[src/rtl/fsd_pkg.sv]
// package: constants, types and code tables of the fault and status display manager
package fsd_pkg;

    // clock and timing
    localparam int CLK_HZ = 40_000_000;
    localparam int SAT_TIME_MS = 1000;
    localparam int SAT_CYCLES = SAT_TIME_MS * (CLK_HZ / 1000);
    localparam int BLINK_HALF_MS = 500;
    localparam int BLINK_CYCLES = BLINK_HALF_MS * (CLK_HZ / 1000);
    localparam int TMR_W = 26;

    // heat sink trip point, degrees C
    localparam logic [7:0] TEMP_LIMIT_C = 8'h5a;

    // fault and sequencer flag vector sizes
    localparam int N_FATAL = 10;
    localparam int N_NONFATAL = 10;
    localparam int N_SEQ_FLAGS = 6;

    // fatal bit positions: F00..F07 at 0..7
    localparam int FAT_CUR_REG = 4;
    localparam int FAT_OVERTEMP = 5;
    localparam int FAT_LADDER = 8;
    localparam int FAT_SEQPRG = 9;
    // non-fatal bit positions: F51..F58 at 0..7
    localparam int NF_FOLLOW = 4;
    localparam int NF_POS_EOT = 8;
    localparam int NF_NEG_EOT = 9;

    // display characters
    typedef logic [3:0] fsd_char_t;
    localparam fsd_char_t CH_F = 4'ha;
    localparam fsd_char_t CH_L = 4'hb;
    localparam fsd_char_t CH_D = 4'hc;
    localparam fsd_char_t CH_E = 4'hd;
    localparam fsd_char_t CH_P = 4'he;
    localparam fsd_char_t CH_BLANK = 4'hf;
    localparam fsd_char_t CH_0 = 4'h0;
    localparam fsd_char_t CH_1 = 4'h1;
    localparam fsd_char_t CH_2 = 4'h2;
    localparam fsd_char_t CH_9 = 4'h9;

    // second and third characters of each fault, index 0 is the highest priority
    localparam logic [N_FATAL-1:0][7:0] FATAL_DIGITS = {
        8'h97, 8'h98, 8'h07, 8'h06, 8'h05, 8'h04, 8'h03, 8'h02, 8'h01, 8'h00};
    localparam logic [N_NONFATAL-1:0][7:0] NF_DIGITS = {
        8'hb2, 8'hb1, 8'h58, 8'h57, 8'h56, 8'h55, 8'h54, 8'h53, 8'h52, 8'h51};

    typedef struct packed {
        logic flash;
        logic lit;
        fsd_char_t c0;
        fsd_char_t c1;
        fsd_char_t c2;
    } fsd_disp_s;

    // avalon-mm request bundle
    typedef struct packed {
        logic read;
        logic write;
        logic [4:0] address;
        logic [31:0] writedata;
        logic [3:0] byteenable;
    } fsd_avs_req_s;

    // register map (byte addresses)
    localparam logic [4:0] REG_CTRL = 5'h00;
    localparam logic [4:0] REG_FE_LIMIT = 5'h04;
    localparam logic [4:0] REG_STATUS = 5'h08;
    localparam logic [4:0] REG_FAULTS = 5'h0c;
    localparam logic [4:0] REG_SEQ = 5'h10;

    // control fields and reset values
    localparam int CTRL_RUN = 0;
    localparam int CTRL_CONFIGURED = 1;
    localparam int CTRL_POS_MODE = 2;
    localparam logic [2:0] CTRL_RST = 3'h0;
    localparam logic [15:0] FE_LIMIT_RST = 16'hffff;
    localparam int FAULTS_NF_LSB = 16;

    typedef enum logic [1:0] {SQ_TOP, SQ_TEST, SQ_CALL} fsd_seq_e;

endpackage : fsd_pkg

[src/rtl/fsd_fault_status_mgr.sv]
// fault and status manager: fault latching, priority display, amplifier gating, index dispatcher
// Operation
// - no fault or status: show d while disabled, E while enabled.
// - abnormal non-fault condition shows a flashing three-character status code.
// - any fault switches off the amplifier stage and shows its code.
// - fault shown as flashing F plus two digits.
// - fatal fault clears only by power cycle then fresh enable.
// - non-fatal fault clears on enable re-assert after removal, cause gone.
// - display highest priority: fatal, non-fatal, limit faults, then status.
// - fatal hardware codes F00 through F07.
// - ladder scan error gives F98, program execution error gives F97.
// - F04 on regulation out of tolerance or saturation held one second.
// - F05 when heat sink exceeds 90 C.
// - non-fatal codes F51 through F58.
// - F55 only in position modes, at configured maximum following error.
// - unconfigured drive shows F99 and refuses enable.
// - positive end-of-travel gives FL1, negative gives FL2.
// - L01 when clockwise limit made, enabled, no fault.
// - L02 when counter-clockwise limit made, enabled, no fault.
// - d means enable input or host command holds drive off, no fault.
// - show P while motor phasing runs.
// - active faults also readable by the host.
// - scan six flags in order, call matching index routine, branch to top.
//
// Chosen here: the address map and the Avalon-MM interface to the registers.
`timescale 1ns/1ps
module fsd_fault_status_mgr
    import fsd_pkg::*;
#(
    parameter int SAT_CNT = SAT_CYCLES,
    parameter int BLINK_CNT = BLINK_CYCLES
) (
    // clock and reset
    input wire logic ref_clk_i,
    input wire logic rst_n_i,
    // register bus
    input wire fsd_avs_req_s avs_req_i,
    output logic [31:0] avs_readdata_o,
    output logic avs_waitrequest_o,
    // pins
    input wire logic enable_pin_i,
    input wire logic pos_eot_pin_i,
    input wire logic neg_eot_pin_i,
    input wire logic cw_limit_pin_i,
    input wire logic ccw_limit_pin_i,
    // internal condition detectors
    input wire logic [7:0] fatal_cond_i,
    input wire logic cur_reg_oot_i,
    input wire logic cur_fb_sat_i,
    input wire logic [7:0] heatsink_temp_i,
    input wire logic ladder_err_i,
    input wire logic seq_prog_err_i,
    input wire logic [7:0] nonfatal_cond_i,
    input wire logic [15:0] follow_err_i,
    input wire logic phasing_i,
    // dispatcher
    input wire logic [N_SEQ_FLAGS-1:0] ladder_to_sequencer_flag_i,
    input wire logic sub_done_i,
    output logic sub_call_o,
    output logic [2:0] sub_index_o,
    // drive outputs
    output logic amp_enable_o,
    output logic host_fault_o,
    output fsd_disp_s disp_o
);

    // pin synchronisers
    logic [4:0] pin_meta_ff;
    logic [4:0] pin_sync_ff;
    logic en_prev_ff;
    logic armed_ff;

    always_ff @(posedge ref_clk_i or negedge rst_n_i) begin
        if (!rst_n_i) begin
            pin_meta_ff <= 5'h00;
            pin_sync_ff <= 5'h00;
        end else begin
            pin_meta_ff <= {ccw_limit_pin_i, cw_limit_pin_i, neg_eot_pin_i, pos_eot_pin_i, enable_pin_i};
            pin_sync_ff <= pin_meta_ff;
        end
    end

    wire en_s = pin_sync_ff[0];
    wire pos_eot_s = pin_sync_ff[1];
    wire neg_eot_s = pin_sync_ff[2];
    wire cw_lim_s = pin_sync_ff[3];
    wire ccw_lim_s = pin_sync_ff[4];
    wire en_rise = en_s & ~en_prev_ff;

    // registers
    logic [2:0] ctrl_ff;
    logic [15:0] fe_limit_ff;
    logic wait_ff;
    logic [31:0] rdata_ff;
    wire bus_req = avs_req_i.read | avs_req_i.write;
    wire bus_take = bus_req & ~wait_ff;
    wire wr_ctrl = bus_take & avs_req_i.write & (avs_req_i.address == REG_CTRL);
    wire wr_fel = bus_take & avs_req_i.write & (avs_req_i.address == REG_FE_LIMIT);
    wire configured = ctrl_ff[CTRL_CONFIGURED];

    // fault detectors
    logic [TMR_W-1:0] sat_cnt_ff;
    wire sat_trip = cur_fb_sat_i & (sat_cnt_ff == TMR_W'(SAT_CNT - 1));
    wire fe_trip = ctrl_ff[CTRL_POS_MODE] & (follow_err_i >= fe_limit_ff);
    logic [N_FATAL-1:0] fatal_ff;
    logic [N_NONFATAL-1:0] nonfatal_ff;
    logic [N_FATAL-1:0] fatal_cond;
    logic [N_NONFATAL-1:0] nf_cond;

    always_comb begin
        fatal_cond = {seq_prog_err_i, ladder_err_i, fatal_cond_i};
        fatal_cond[FAT_CUR_REG] = fatal_cond_i[FAT_CUR_REG] | cur_reg_oot_i | sat_trip;
        fatal_cond[FAT_OVERTEMP] = fatal_cond_i[FAT_OVERTEMP] | (heatsink_temp_i > TEMP_LIMIT_C);
        nf_cond = {neg_eot_s, pos_eot_s, nonfatal_cond_i};
        nf_cond[NF_FOLLOW] = fe_trip;
    end

    always_ff @(posedge ref_clk_i or negedge rst_n_i) begin
        if (!rst_n_i) begin
            sat_cnt_ff <= '0;
        end else if (!cur_fb_sat_i || sat_trip) begin
            sat_cnt_ff <= '0;
        end else begin
            sat_cnt_ff <= sat_cnt_ff + TMR_W'(1);
        end
    end

    // sticky fault bits; a present cause always wins over the clear
    logic [N_FATAL-1:0] nxt_fatal;
    logic [N_NONFATAL-1:0] nxt_nonfatal;
    genvar gi;
    generate
        for (gi = 0; gi < N_FATAL; gi++) begin : g_fatal
            assign nxt_fatal[gi] = fatal_ff[gi] | fatal_cond[gi];
        end
        for (gi = 0; gi < N_NONFATAL; gi++) begin : g_nonfatal
            assign nxt_nonfatal[gi] = nf_cond[gi] | (nonfatal_ff[gi] & ~en_rise);
        end
    endgenerate

    wire nxt_any_fault = (|nxt_fatal) | (|nxt_nonfatal);
    wire nxt_amp = en_s & armed_ff & ctrl_ff[CTRL_RUN] & configured & ~nxt_any_fault;

    always_ff @(posedge ref_clk_i or negedge rst_n_i) begin
        if (!rst_n_i) begin
            fatal_ff <= '0;
            nonfatal_ff <= '0;
            en_prev_ff <= 1'b1;
            armed_ff <= 1'b0;
            amp_enable_o <= 1'b0;
            host_fault_o <= 1'b0;
        end else begin
            fatal_ff <= nxt_fatal;
            nonfatal_ff <= nxt_nonfatal;
            en_prev_ff <= en_s;
            armed_ff <= armed_ff | en_rise;
            amp_enable_o <= nxt_amp;
            host_fault_o <= nxt_any_fault;
        end
    end

    // priority display selection, lowest priority first so later wins
    fsd_disp_s nxt_disp;
    logic blink_ph_ff;
    logic [TMR_W-1:0] blink_cnt_ff;

    always_comb begin
        nxt_disp = '{flash: 1'b0, lit: 1'b1, c0: amp_enable_o ? CH_E : CH_D, c1: CH_BLANK, c2: CH_BLANK};
        if (amp_enable_o && ccw_lim_s) begin
            nxt_disp = '{flash: 1'b1, lit: 1'b1, c0: CH_L, c1: CH_0, c2: CH_2};
        end
        if (amp_enable_o && cw_lim_s) begin
            nxt_disp = '{flash: 1'b1, lit: 1'b1, c0: CH_L, c1: CH_0, c2: CH_1};
        end
        if (phasing_i) begin
            nxt_disp = '{flash: 1'b0, lit: 1'b1, c0: CH_P, c1: CH_BLANK, c2: CH_BLANK};
        end
        for (int i = N_NONFATAL - 1; i >= NF_POS_EOT; i--) begin
            if (nonfatal_ff[i]) begin
                nxt_disp = '{flash: 1'b1, lit: 1'b1, c0: CH_F, c1: NF_DIGITS[i][7:4], c2: NF_DIGITS[i][3:0]};
            end
        end
        if (!configured) begin
            nxt_disp = '{flash: 1'b1, lit: 1'b1, c0: CH_F, c1: CH_9, c2: CH_9};
        end
        for (int i = NF_POS_EOT - 1; i >= 0; i--) begin
            if (nonfatal_ff[i]) begin
                nxt_disp = '{flash: 1'b1, lit: 1'b1, c0: CH_F, c1: NF_DIGITS[i][7:4], c2: NF_DIGITS[i][3:0]};
            end
        end
        for (int i = N_FATAL - 1; i >= 0; i--) begin
            if (fatal_ff[i]) begin
                nxt_disp = '{flash: 1'b1, lit: 1'b1, c0: CH_F, c1: FATAL_DIGITS[i][7:4], c2: FATAL_DIGITS[i][3:0]};
            end
        end
        nxt_disp.lit = ~(nxt_disp.flash & blink_ph_ff);
    end

    wire blink_wrap = (blink_cnt_ff == TMR_W'(BLINK_CNT - 1));

    always_ff @(posedge ref_clk_i or negedge rst_n_i) begin
        if (!rst_n_i) begin
            blink_cnt_ff <= '0;
            blink_ph_ff <= 1'b0;
            disp_o <= '{flash: 1'b0, lit: 1'b1, c0: CH_D, c1: CH_BLANK, c2: CH_BLANK};
        end else begin
            blink_cnt_ff <= blink_wrap ? '0 : blink_cnt_ff + TMR_W'(1);
            blink_ph_ff <= blink_ph_ff ^ blink_wrap;
            disp_o <= nxt_disp;
        end
    end

    // index dispatcher
    fsd_seq_e seq_st_ff;
    logic [2:0] seq_idx_ff;
    wire seq_last = (seq_idx_ff == 3'(N_SEQ_FLAGS - 1));
    wire seq_flag = ladder_to_sequencer_flag_i[seq_idx_ff];

    always_ff @(posedge ref_clk_i or negedge rst_n_i) begin
        if (!rst_n_i) begin
            seq_st_ff <= SQ_TOP;
            seq_idx_ff <= 3'h0;
            sub_call_o <= 1'b0;
            sub_index_o <= 3'h0;
        end else begin
            unique case (seq_st_ff)
                SQ_TOP: begin
                    seq_idx_ff <= 3'h0;
                    seq_st_ff <= SQ_TEST;
                end
                SQ_TEST: begin
                    if (seq_flag) begin
                        seq_st_ff <= SQ_CALL;
                        sub_call_o <= 1'b1;
                        sub_index_o <= seq_idx_ff + 3'h1;
                    end else if (seq_last) begin
                        seq_st_ff <= SQ_TOP;
                    end else begin
                        seq_idx_ff <= seq_idx_ff + 3'h1;
                    end
                end
                SQ_CALL: begin
                    if (sub_done_i) begin
                        sub_call_o <= 1'b0;
                        seq_st_ff <= seq_last ? SQ_TOP : SQ_TEST;
                        seq_idx_ff <= seq_last ? 3'h0 : seq_idx_ff + 3'h1;
                    end
                end
            endcase
        end
    end

    // avalon slave: waitrequest drops one cycle after a request, transfer completes at that edge
    logic [31:0] nxt_rdata;
    always_comb begin
        nxt_rdata = 32'h0000_0000;
        unique case (avs_req_i.address)
            REG_CTRL: nxt_rdata = {29'h0, ctrl_ff};
            REG_FE_LIMIT: nxt_rdata = {16'h0000, fe_limit_ff};
            REG_STATUS: nxt_rdata = {12'h000, disp_o.c0, disp_o.c1, disp_o.c2, 4'h0,
                                     sub_call_o, |fatal_ff, host_fault_o, amp_enable_o};
            REG_FAULTS: nxt_rdata = {6'h00, nonfatal_ff, 6'h00, fatal_ff};
            REG_SEQ: nxt_rdata = {18'h0, ladder_to_sequencer_flag_i, 5'h00, sub_index_o};
            default: nxt_rdata = 32'h0000_0000;
        endcase
    end

    always_ff @(posedge ref_clk_i or negedge rst_n_i) begin
        if (!rst_n_i) begin
            wait_ff <= 1'b1;
            rdata_ff <= 32'h0000_0000;
            ctrl_ff <= CTRL_RST;
            fe_limit_ff <= FE_LIMIT_RST;
        end else begin
            wait_ff <= ~(bus_req & wait_ff);
            if (bus_req && wait_ff) begin
                rdata_ff <= avs_req_i.read ? nxt_rdata : 32'h0000_0000;
            end
            if (wr_ctrl && avs_req_i.byteenable[0]) begin
                ctrl_ff <= avs_req_i.writedata[2:0];
            end
            if (wr_fel && avs_req_i.byteenable[0]) begin
                fe_limit_ff[7:0] <= avs_req_i.writedata[7:0];
            end
            if (wr_fel && avs_req_i.byteenable[1]) begin
                fe_limit_ff[15:8] <= avs_req_i.writedata[15:8];
            end
        end
    end

    assign avs_readdata_o = rdata_ff;
    assign avs_waitrequest_o = wait_ff;
endmodule : fsd_fault_status_mgr

[config.mk]
export PLATFORM = sky130hd
export DESIGN_NAME = fsd_fault_status_mgr
export DESIGN_NICKNAME = d
export VERILOG_FILES = /design/src/rtl/fsd_pkg.sv /design/src/rtl/fsd_fault_status_mgr.sv
export SDC_FILE = /design/constraint.sdc
export NUM_CORES = 1
export LEC_CHECK = 0
export ABC_CLOCK_PERIOD_IN_PS = 2100
export BUFFER_PORTS_ARGS = -buffer_cell sky130_fd_sc_hd__buf_2
export CELL_PAD_IN_SITES_DETAIL_PLACEMENT = 0
export CELL_PAD_IN_SITES_GLOBAL_PLACEMENT = 2
export CORE_MARGIN = 2
export CORE_UTILIZATION = 35
export CTS_CLUSTER_DIAMETER = 200
export DETAILED_ROUTE_END_ITERATION = 6
export MAX_ROUTING_LAYER = met4
export PLACE_DENSITY = 0.91
export SYNTH_ARGS = -nofsm -noshare
export SYNTH_HDL_FRONTEND = slang
export SYNTH_SLANG_ARGS = --single-unit
[constraint.sdc]
create_clock -name ref_clk_i -period 2.1 [get_ports ref_clk_i]
set_input_delay 0.105 -clock ref_clk_i [delete_from_list [all_inputs] [get_ports ref_clk_i]]
set_output_delay 0.105 -clock ref_clk_i [all_outputs]
set_load 0.01 [all_outputs]
== After elaboration in Yosys (flattened, before gate mapping) ==
Index checks and enable logic that the tools add are counted.

* Register bits after elaboration: 162
* Output and inout port bits: 53
* Input port bits: 102
* Word-level logic and storage cells: 163

* Order comparisons: 3
* Reduce and logical (&&, ||, !) cells: 18
* Bitwise gates (word level): 56
* $add $sub $neg: 3
* Equality and inequality tests: 14
* Muxes and demuxes: 44

{| class="wikitable"
|+ Operators with widths
! cell !! count
|-
| 2-to-1 mux 14 bit || 24
|-
| case mux 26 bit (5 select lines) || 1
|-
| adder 26 x 1 -> 26 bit, second input constant || 2
|-
| 2-to-1 mux 26 bit || 2
|-
| 2-to-1 mux 32 bit || 1
|-
| OR reduction 10 bit || 3
|-
| equality test 26 x 25 -> 1 bit, second input constant || 1
|-
| equality test 26 bit, second input constant || 1
|-
| OR 1 bit || 26
|-
| bitwise AND 1 bit || 23
|-
| >= comparator 16 bit || 1
|-
| 2-to-1 mux 3 bit || 4
|-
| equality test 5 x 4 -> 1 bit, second input constant || 2
|-
| case mux 3 bit (3 select lines) || 1
|-
| > comparator 8 x 7 -> 1 bit, second input constant || 1
|-
| inequality test 2 bit, second input constant || 4
|-
| logical AND 1 bit || 6
|-
| 2-to-1 mux 2 bit || 3
|-
| inverter 1 bit || 6
|-
| case mux 2 bit (3 select lines) || 1
|-
| AND reduction 3 bit || 2
|-
| equality test 5 x 3 -> 1 bit, second input constant || 1
|-
| equality test 5 bit, second input constant || 1
|-
| logical NOT 5 bit || 1
|-
| 15 further kinds || 20
|}

== Longest topological paths before layout ==
Gate-level depths: netlist of the first run.

* Word-level depth: 27
* Mapped depth: 8
* Mapped depth without buffers: 8

== Worst setup path after synthesis of the first run ==
No wires, ideal clock.

* Path kind: flip-flop to flip-flop
* Start point: reg sat_cnt_ff[0]
* End point: reg sat_cnt_ff[17]
* Buffers on the path: 2
* Period minus slack after synthesis: 1.884 ns
* Required time: 1.968 ns
* Stages on the path, launching flop included: 9
* Setup time: 0.132 ns
* Slack: 0.216 ns
* Arrival time: 1.752 ns
* Path through: dfrtp_1 ha_1 nand4_1 nor2_1 and4_1 nand2b_1 clkbuf_1 clkbuf_1 nor2_1

* Longest elaborated chain between the ends: 4
* Elaborated cells between the ends (all ways): 5
* Those cells by class: add/sub (1); eq/ne (1); mux (1); bitwise (1); reduce/logical (1)

{| class="wikitable"
|+ Ends and longest elaborated chain
! item !! line !! RTL
|-
| from (decl) || fsd_fault_status_mgr.sv:102 || <nowiki>logic [TMR_W-1:0] sat_cnt_ff;</nowiki>
|-
| from (signal assigned) || fsd_fault_status_mgr.sv:124 || <nowiki>sat_cnt_ff <= sat_cnt_ff + TMR_W'(1);</nowiki>
|-
| branches (longest 3 deep; another with adder 26 x 1 -> 26 bit) || -- ||
|-
| 2-to-1 mux 26 bit (*) || fsd_fault_status_mgr.sv:121 || <nowiki>end else if (!cur_fb_sat_i || sat_trip) begin</nowiki>
|}

Mark *: on every way between the ends.
A chain may end at the register's enable or synchronous reset.

== Final worst setup path of the first run ==
* Start point: reg fe_limit_ff[7]
* End point: reg amp_enable_o

* Longest elaborated chain between the ends: 7

{| class="wikitable"
|+ Ends and longest elaborated chain
! item !! line !! RTL
|-
| from (decl) || fsd_fault_status_mgr.sv:92 || <nowiki>logic [15:0] fe_limit_ff;</nowiki>
|-
| from (signal assigned) || fsd_fault_status_mgr.sv:283 || <nowiki>fe_limit_ff[7:0] <= avs_req_i.writedata[7:0];</nowiki>
|-
| >= comparator 16 bit || fsd_fault_status_mgr.sv:104 || <nowiki>wire fe_trip = ctrl_ff[CTRL_POS_MODE] & (follow_err_i >= fe_limit_ff);</nowiki>
|-
| bitwise AND 1 bit || fsd_fault_status_mgr.sv:104 ||
|-
| OR 1 bit || fsd_fault_status_mgr.sv:137 || <nowiki>assign nxt_nonfatal[gi] = nf_cond[gi] | (nonfatal_ff[gi] & ~en_rise);</nowiki>
|-
| OR reduction 10 bit || fsd_fault_status_mgr.sv:141 || <nowiki>wire nxt_any_fault = (|nxt_fatal) | (|nxt_nonfatal);</nowiki>
|-
| OR 1 bit || fsd_fault_status_mgr.sv:141 ||
|-
| net nxt_any_fault || fsd_fault_status_mgr.sv:141 ||
|-
| inverter 1 bit || fsd_fault_status_mgr.sv:142 || <nowiki>wire nxt_amp = en_s & armed_ff & ctrl_ff[CTRL_RUN] & configured & ~nxt_any_fault;</nowiki>
|-
| bitwise AND 1 bit || fsd_fault_status_mgr.sv:142 ||
|-
| net nxt_amp || fsd_fault_status_mgr.sv:142 ||
|-
| to (signal assigned) || fsd_fault_status_mgr.sv:157 || <nowiki>amp_enable_o <= nxt_amp;</nowiki>
|-
| to (decl) || fsd_fault_status_mgr.sv:62 || <nowiki>output logic amp_enable_o,</nowiki>
|}

The timed path passes the listed nets, and every way through them passes these cells.

==> key figures, run 1 <==
Place
  • DP Wirelength: 14,500 um
  • Pre-CTS worst setup slack: -0.0661 ns
  • Dpl cells: 1,102
  • Dpl cell area: 8520 sq um
  • Routability congestion estimate: 0.856
  • Number of port buffers: 128

Finish
  • Final instance area: 9590 sq um
  • ANT cells: 0
  • Area growth, synth to finish: 30.3%
  • Fin nets: 1,016
  • Final cell count without fillers: 1,180
  • Filler cell count: 1,954
  • Post-layout util: 46.0%
  • Layout cells sized above 1: 28.3%

Power
  • Tot Pwr: 7.27 mW
  • Peak supply drop: 521 uV
  • Power Density: 759 nW/um^2
  • LEAKAGE: 4.34 nW

STA
  • Final setup margin: 0.145 ns
  • Slew HR: 62.9%
  • RSZ-0062 raised after global routing: no
  • Hold Vio Cnt, Final: 0
  • Period utilization: 93.1%
  • Fmax: 0.512 GHz
  • Setup Total Neg Slack: 0 ns
  • Post-layout min period: 1.95 ns
  • Final setup fails: 0
  • Tightest Pin Transition: 0.552 ns
  • Max-slew violation count: 0
  • Clk_skew: 0.00880 ns
  • Worst hold margin: 0.0272 ns

Detailed routing
  • Routed WL: 19,300 um
  • Vias: 5,875
  • Initial DRC count: 273
  • DRC: 0
  • ANT nets after route: 0
  • Via/cell ratio: 4.98
  • Pre-Repair DR Iteration Count: 4
  • Wire per inst: 16.4 um

Global routing
  • Gr usage total: 18.6%
  • Met1 Usage GRT: 24.7%
  • M3 GR Usage: 4.22%
  • GRT Max-Usage Layer: met2
  • Largest net degree at the start of global routing: 88
  • M2 GR Usage: 29.1%
  • Initial antenna violation count: 0
  • Global-route wire length before repair: 31,100 um
  • Vias in the first global route: 5,918
  • Total congestion overflow: 0

Clock tree
  • Worst skew pair latency: 0.42 ns
  • Clk buf depth: 2
  • Clock root buffer master: clkbuf_16
  • Clock-pin slew on the worst setup and hold paths: 0.06 ns
  • H-tree depth: 4
  • Post-CTS Setup Bufs: 0
  • CTS tree: built
  • Clock sinks: 155
  • CTS buffer count: 17

Floorplan
  • IO Count: 155
  • Placement Rows: 53
  • DIE AREA: 22,200 sq um
  • Initial Util: 35.3%
  • Core Area: 20,800 sq um
  • Die width: 149 um
  • Die height: 149 um

Logic synthesis
  • Syn avg cell area: 10.7 sq um
  • Leading area contributor after synthesis: dfrtp_1
  • Ys flop type: dfrtp_1
  • Total number of yosys warnings: 0
  • Post-synth cell types: 64
  • Post-synth EDFFs: 0
  • Synth top area cells: dfrtp_1 43%, dfstp_2 10%, xor2_1 3.9%
  • Post-synthesis cell count: 690
  • Sequential share of the synthesized area: 53.2%
  • Ys async rst share: 100%
  • Post-synth top area share: 43.2%
  • Post-Syn Area: 7360 sq um
  • Flops & latches, synth: 155

Worst setup path
  • Critical path required time: 2.45 ns
  • Worst Reg-to-Reg Cells: 8
  • Setup crit end kind: flop
  • Worst r2r src: fe_limit_ff[7]
  • CP Max Fanout: 3
  • Reg-to-reg endpoint: amp_enable_o
  • Flop2flop setup slack: 0.15 ns
  • CP Class: flop to flop
  • Worst EP arrival: 2.31 ns
  • Startpoint Class: flop

Min path
  • Worst hold path class: input port to flop
  • Worst Hold Depth: 3
  • HP Start: ladder_to_sequencer_flag_i[1]
  • Hold Path End: avs_readdata_o[9]

Flow run
  • Max-cap viol count: 0

Outcome
  • Outcome: completed
how the worst max path moves through the flow:
stage / start / slack (ns) / depth (start not counted) / end
floorplan: sat_cnt_ff[0] / 0.22 / 8 / sat_cnt_ff[17]
global placement: fe_limit_ff[6] / -0.009 / 8 / amp_enable_o
detailed placement: fe_limit_ff[6] / -0.07 / 8 / amp_enable_o
CTS: fe_limit_ff[6] / 0.03 / 8 / amp_enable_o
global route: sat_cnt_ff[0] / 0.005 / 7 / amp_enable_o
finish: fe_limit_ff[7] / 0.15 / 8 / amp_enable_o
kinds of logic after synthesis:
family / after synthesis / share of synthesized area [%]
other cells: 2 / 0.102
xor+xnor: 49 / 5.83
fa+ha+maj: 22 / 3.74
flops: 155 / 53.2
compound gates: 118 / 10.7
simple gates: 256 / 18.0
mux: 31 / 5.10
buf+inv: 57 / 3.28
synth_stat cells, drive strengths merged (5+ instances only):
| master | n |
|---|---|
| nand2 | 67 |
| xor2 | 33 |
| a21oi | 23 |
| ha | 22 |
| a21o | 12 |
| xnor2 | 16 |
| nor3 | 8 |
| a22o | 6 |
| nor2b | 9 |
| o21ai | 35 |
| mux2i | 6 |
| inv | 29 |
| mux2 | 22 |
| dfrtp | 127 |
| a22oi | 8 |
| and4 | 5 |
| nand3 | 24 |
| nand2b | 9 |
| or2 | 8 |
| nand4 | 14 |
| dfstp | 28 |
| buf | 8 |
| a222oi | 6 |
| and3 | 16 |
| nor4 | 12 |
| clkbuf | 20 |
| nor4b | 5 |
| nor2 | 61 |
power breakdown:
group | internal, mW | switching [mW]
combinational | 0.488 | 0.575
sequential | 3.15 | 0.140
clock | 1.75 | 1.17
total | 5.39 | 1.88
metal layers:
metal,wire length (um),share of wire [%]
met1,8790,45
met2,9120,47
met3,1200,6.2
met4,240,1.2
met5,0,0
worst max-delay path: stages (launching register included):
cell       delay, ns
dfstp_2         0.54
inv_1           0.06
ha_4            0.22
and4_4          0.20
a221oi_2        0.24
o2111ai_2       0.16
o21ai_2         0.21
nand4b_1        0.14
nor2_1          0.11
layout make-up:
| class | instances | area [sq um] | area share, % |
|---|---|---|---|
| tap | 275 | 344 | 3.59 |
| sequential | 155 | 3910 | 40.8 |
| inverter | 29 | 109 | 1.14 |
| multi-input combinational | 483 | 3270 | 34.1 |
| clock buffer | 26 | 499 | 5.21 |
| timing repair buffer | 206 | 1390 | 14.4 |
| clock inverter | 6 | 62.6 | 0.653 |
timing repair:
| item | 4_1_cts | 5_1_grt |
|---|---|---|
| hold buffers | 46 | 0 |
| gates resized for setup | 1 | 7 |
| pin swaps | 0 | 10 |
| endpoints found under the setup margin | 2 | 2 |
| endpoints found under the hold margin | 184 | 0 |
sequential cells by signal, indices dropped and copies added (netlist names):
signal and count:
armed_ff 1, fatal_ff 10, avs_readdata_o 26, seq_idx_ff 3
host_fault_o 1, fe_limit_ff 16, sub_call_o 1, pin_sync_ff 5
avs_waitrequest_o 1, pin_meta_ff 5, en_prev_ff 1, blink_cnt_ff 26
nonfatal_ff 10, ctrl_ff 3, sub_index_o 3, blink_ph_ff 1
seq_st_ff 2, amp_enable_o 1, sat_cnt_ff 26, disp_o 13
layout by cell type, fill, tap and decap left out, types with 5 or more instances in the layout:
master and count:
buf_2 127, xor2_1 33, clkbuf_1 5, mux2i_1 6, mux2_1 7, xnor2_1 16
a222oi_1 6, or2_2 8, a21oi_1 21, inv_1 29, nor2_1 61, dlygate4sd3_1 46
buf_4 29, nand2_1 67, nor3_1 8, clkbuf_16 17, ha_1 20, nand3_1 24
nor2b_1 9, dfstp_2 28, a22oi_1 8, nor4_1 9, o21ai_0 20, mux2_2 15
nand2b_1 9, o21ai_1 13, a22o_1 6, dfrtp_1 127, and3_1 16, conb_1 7
nand4_1 14, a21o_1 12
Power figures use the tool's default switching activity.
==> inputs of run 2 (changes only) <==
--- a/config.mk
+++ b/config.mk
@@ -15,6 +15,7 @@
 export DETAILED_ROUTE_END_ITERATION = 6
 export MAX_ROUTING_LAYER = met4
 export PLACE_DENSITY = 0.91
+export RECOVER_POWER = 25
 export SYNTH_ARGS = -nofsm -noshare
 export SYNTH_HDL_FRONTEND = slang
 export SYNTH_SLANG_ARGS = --single-unit
==> run 2 against run 1 <==
Compared with the run above: the run now ends with capacitance limit, slew limit left; clock power barely moved; critical path depth did not move; combinational power barely moved; sequential share of layout area rose by 0.16 points; wire length fell by 0.13%; via count rose by 0.24%; largest cell class unchanged; design area fell by 0.38%; count of clock-buffer cells in the layout did not move; global-route usage did not move.
==> key figures, run 2 (synthesized netlist as in run 1, its figures left out) <==
Outcome
  • Outcome: finished, violations left
  • Failing checks: capacitance limit, slew limit

Global routing
  • M3 GR Usage: 4.22%
  • Met1 Usage GRT: 24.7%
  • Total congestion overflow: 0
  • Initial antenna violation count: 0
  • Vias in the first global route: 5,918
  • Largest net degree at the start of global routing: 88
  • GRT Max-Usage Layer: met2
  • M2 GR Usage: 29.1%
  • Gr usage total: 18.6%
  • Global-route wire length before repair: 31,100 um

Detailed routing
  • Wire per inst: 16.4 um
  • Routed WL: 19,300 um
  • DRC: 0
  • Pre-Repair DR Iteration Count: 7
  • Vias: 5,889
  • Initial DRC count: 241
  • Via/cell ratio: 4.99
  • ANT nets after route: 0

Min path
  • Worst hold path class: input port to flop
  • HP Start: ladder_to_sequencer_flag_i[1]
  • Worst Hold Depth: 3
  • Hold Path End: avs_readdata_o[9]

Power
  • Part of the power in combinational logic: 14.5%
  • Power Density: 761 nW/um^2
  • Clock network fraction of design power: 40.2%
  • LEAKAGE: 4.32 nW
  • Psw: 1.88 mW
  • Tot Pwr: 7.27 mW
  • Flop pwr share: 45.3%
  • Peak supply drop: 521 uV
  • Internal: 5.38 mW
  • Switching Fraction: 25.9%

Floorplan
  • DIE AREA: 22,200 sq um
  • Initial Util: 35.3%
  • Placement Rows: 53
  • IO Count: 155
  • Die width: 149 um
  • Core Area: 20,800 sq um
  • Die height: 149 um

STA
  • Period utilization: 93.1%
  • Post-layout min period: 1.95 ns
  • Clk_skew: 0.00879 ns
  • Tightest Pin Transition: 1.54 ns
  • Final setup margin: 0.145 ns
  • Slew HR: -2.39%
  • Hold Vio Cnt, Final: 0
  • RSZ-0062 raised after global routing: no
  • Max-slew violation count: 69
  • Final setup fails: 0
  • Fmax: 0.512 GHz
  • Setup Total Neg Slack: 0 ns
  • Worst hold margin: 0.0270 ns

Clock tree
  • Clk buf depth: 2
  • Clock root buffer master: clkbuf_16
  • Post-CTS Setup Bufs: 0
  • CTS tree: built
  • H-tree depth: 4
  • Clock-pin slew on the worst setup and hold paths: 0.06 ns
  • Worst skew pair latency: 0.42 ns
  • Clock sinks: 155
  • CTS buffer count: 17

Worst setup path
  • Worst Reg-to-Reg Cells: 8
  • Reg-to-reg endpoint: amp_enable_o
  • Critical path origin: fe_limit_ff[7]
  • Worst EP arrival: 2.31 ns
  • Startpoint Class: flop
  • CP Class: flop to flop
  • Critical path required time: 2.45 ns
  • Worst r2r src: fe_limit_ff[7]
  • CP Max Fanout: 3
  • Flop2flop setup slack: 0.15 ns
  • Setup crit end kind: flop

Place
  • Routability congestion estimate: 0.856
  • Pre-CTS worst setup slack: -0.0661 ns
  • Dpl cell area: 8520 sq um
  • Dpl cells: 1,102
  • DP Wirelength: 14,500 um
  • Number of port buffers: 128

Finish
  • Area growth, synth to finish: 29.8%
  • Layout cells sized above 1: 28.1%
  • Post-layout util: 45.9%
  • Final instance area: 9550 sq um
  • Area taken by flip-flops and latches: 3910 sq um
  • Most frequent cells in the layout: 127 x dfrtp_1, 127 x buf_2, 67 x nand2_1, 61 x nor2_1, 46 x dlygate4sd3_1
  • Area used by multi-input combinational logic: 3270 sq um
  • Filler cell count: 1,961
  • ANT cells: 0
  • Final cell count without fillers: 1,180
  • Fin nets: 1,016

Flow run
  • Max-cap viol count: 1
-- run 2: layout make-up --
cell class	instances	share of cell area (%)
inverter	29	1.14
multi-input combinational	483	34.3
tap	275	3.60
clock inverter	6	0.655
timing repair buffer	206	14.1
clock buffer	26	5.23
sequential	155	41.0
-- run 2: power groups by stage --
stage               sequential [mW]  clock [mW]  combinational (mW)
detailed placement             3.35           0               0.978
CTS                            3.29        2.99                1.05
floorplan                      3.31           0               0.565
finish                         3.29        2.92                1.05
global placement               3.34           0               0.968
global route                   3.31        3.13                1.18
-- run 2: worst max-delay path by stage --
stage                                 to  slack [ns]  cells after the start
after floorplan           sat_cnt_ff[17]        0.22                      8
after global placement      amp_enable_o      -0.009                      8
after detailed placement    amp_enable_o       -0.07                      8
after CTS                   amp_enable_o        0.03                      8
after global routing        amp_enable_o       0.005                      7
final                       amp_enable_o        0.15                      8
-- run 2: routing by layer --
layer  vias up  part of all wire [%]
met2       182                    47
met4         0                   1.2
met1      2850                    45
met5         -                     0
met3        20                   6.3
li1       2837                     -
-- run 2: what timing repair did --
action | 4_1_cts | 5_1_grt
resized for setup | 1 | 7
pin swaps | 0 | 10
hold endpoints to repair | 184 | 0
hold buffers | 46 | 0
setup endpoints to repair | 2 | 2
-- run 2: critical path: stages, from the launching register on --
cell and delay, ns:
dfstp_2 0.54, inv_1 0.06, ha_4 0.22, and4_4 0.20, a221oi_2 0.24, o2111ai_2 0.16
o21ai_2 0.21, nand4b_1 0.14, nor2_1 0.11
==> inputs of run 3 (changes only) <==
--- a/config.mk
+++ b/config.mk
@@ -6,15 +6,15 @@
 export NUM_CORES = 1
 export LEC_CHECK = 0
 export ABC_CLOCK_PERIOD_IN_PS = 2100
-export BUFFER_PORTS_ARGS = -buffer_cell sky130_fd_sc_hd__buf_2
 export CELL_PAD_IN_SITES_DETAIL_PLACEMENT = 0
 export CELL_PAD_IN_SITES_GLOBAL_PLACEMENT = 2
 export CORE_MARGIN = 2
-export CORE_UTILIZATION = 35
+export CORE_UTILIZATION = 40
 export CTS_CLUSTER_DIAMETER = 200
 export DETAILED_ROUTE_END_ITERATION = 6
+export DONT_BUFFER_PORTS = 1
 export MAX_ROUTING_LAYER = met4
-export PLACE_DENSITY = 0.91
+export PLACE_DENSITY = 0.9
 export RECOVER_POWER = 25
 export SYNTH_ARGS = -nofsm -noshare
 export SYNTH_HDL_FRONTEND = slang
==> run 3 against run 2 <==
Compared with the run above: the flow finishes with violations (hold timing); count of clock-buffer cells in the layout shrank 6; clock power increased by 9.6%; non-clock buffer count decreased by 127; wire length decreased by 0.21%; first-iteration DRC count decreased by 3.7%; via count fell by 7.2%; cell count fell by 15%; die area is 12% lower; largest cell class unchanged; largest power group unchanged.
==> key figures, run 3 (synthesized netlist as in run 1, its figures left out) <==
STA
  • Period utilization: 93.3%
  • Clk_skew: 0.00703 ns
  • Worst hold margin: -0.619 ns
  • Tightest Pin Transition: 1.17 ns
  • Final setup fails: 0
  • Post-layout min period: 1.96 ns
  • RSZ-0062 raised after global routing: yes
  • Fmax: 0.510 GHz
  • Max-slew violation count: 0
  • Hold Vio Cnt, Final: 155
  • Slew HR: 21.8%

Floorplan
  • Placement Rows: 49
  • Initial Util: 40.8%
  • DIE AREA: 19,500 sq um
  • Core Area: 18,000 sq um
  • IO Count: 155
  • Die width: 140 um
  • Die height: 140 um

Power
  • Tot Pwr: 7.38 mW
  • Peak supply drop: 493 uV
  • Power Density: 824 nW/um^2
  • LEAKAGE: 3.81 nW

Outcome
  • Outcome: finished, violations left
  • Failing checks: hold timing

Global routing
  • Total congestion overflow: 0
  • Largest net degree at the start of global routing: 156
  • Vias in the first global route: 5,814
  • Gr usage total: 20.8%
  • Initial antenna violation count: 0
  • Global-route wire length before repair: 30,900 um

Detailed routing
  • WL met2: 9280 um
  • Routed WL: 19,300 um
  • Pre-Repair DR Iteration Count: 6
  • Wire per inst: 19.1 um
  • Vias: 5,465
  • Initial DRC count: 232
  • ANT nets after route: 0
  • DR WL met3: 1210 um
  • DRC: 0
  • DR top layer: met4
  • Met1 wire length: 8350 um
  • Via/cell ratio: 5.43

Clock tree
  • Clk buf depth: 2
  • Worst skew pair latency: 0.43 ns
  • Clock-pin slew on the worst setup and hold paths: 0.07 ns
  • Clock root buffer master: clkbuf_16
  • CTS tree: built
  • Clock sinks: 155
  • Hold_buf cts: 50
  • H-tree depth: 4
  • CTS buffer count: 17

Worst setup path
  • Setup crit end kind: flop
  • CP Max Fanout: 3
  • Critical path required time: 2.45 ns
  • Worst EP arrival: 2.31 ns
  • Startpoint Class: flop
  • Flop2flop setup slack: 0.14 ns
  • Worst r2r src: fe_limit_ff[6]
  • Reg-to-reg endpoint: amp_enable_o
  • Worst Reg-to-Reg Cells: 9
  • CP Class: flop to flop

Place
  • Routability congestion estimate: 0.880
  • Dpl cells: 923
  • Number of port buffers: 0
  • DP Wirelength: 13,900 um

Finish
  • Most frequent cells in the layout: 127 x dfrtp_1, 67 x nand2_1, 61 x nor2_1, 50 x dlygate4sd3_1, 33 x xor2_1
  • Fin nets: 889
  • Post-layout util: 49.7%
  • Layout cells sized above 1: 17.2%
  • ANT cells: 0
  • Final cell count without fillers: 1,007
  • Most common cell after layout, fill and taps aside: dfrtp_1
  • Area growth, synth to finish: 21.7%

Min path
  • Worst hold path class: input port to async pin

Flow run
  • Max-cap viol count: 0
[run 3: critical path: stages, from the launching register on]
cell,delay (ns)
dfstp_2,0.55
inv_2,0.05
ha_4,0.21
and4_4,0.20
a221oi_2,0.20
o2111ai_1,0.15
o21ai_1,0.16
buf_4,0.13
nand4b_1,0.12
nor2_1,0.11
[run 3: layout make-up]
cell class              instances  area (sq um)
fillers                      1630          9070
flip-flops and latches        155          3910
multi-input cells             483          3310
repair buffers                 79           718
clock buffers                  20           457
well taps                     229           287
clock inverters                12           161
inverters                      29           109
[run 3: layer usage]
layer  vias up  global-route usage, %
li1       2585                      -
met3        36                   5.82
met5         -                      -
met1      2676                   25.5
met2       168                   33.2
met4         0                   7.63
[run 3: worst max path at each step]
stage               slack [ns]  cells past startpoint      startpoint              to
floorplan                 0.22                      8   sat_cnt_ff[0]  sat_cnt_ff[17]
global placement          0.03                      9  fe_limit_ff[6]    amp_enable_o
detailed placement       -0.02                      9  fe_limit_ff[6]    amp_enable_o
CTS                       0.02                      9  fe_limit_ff[6]    amp_enable_o
global route             -0.01                      7   sat_cnt_ff[0]    amp_enable_o
finish                    0.14                      9  fe_limit_ff[6]    amp_enable_o
[run 3: per-stage QoR]
stage                     setup WS, ns  hold slack [ns]  cell area, sq um  setup TNS [ns]
final                            0.140           -0.619              8950               0
after global routing           -0.0148           -0.646              8950         -0.0148
after CTS                       0.0224           -0.642              8860               0
after detailed placement       -0.0232           -0.184              7740         -0.0232
after global placement          0.0348           -0.181              7740               0
after floorplan                  0.216           -0.191              7380               0
[run 3: repair_timing]
action | CTS | global route
pin swaps | 2 | 9
gates resized for setup | 2 | 12
setup endpoints to repair | 2 | 7
hold endpoints to repair | 213 | 155
setup buffers | 0 | 2
[run 3: power by group]
group          total (mW)  internal [mW]  switching, mW  leakage (nW)
Clock                3.20           1.95           1.26         0.294
Sequential           3.32           3.15          0.174          1.90
Combinational       0.854          0.410          0.444          1.62
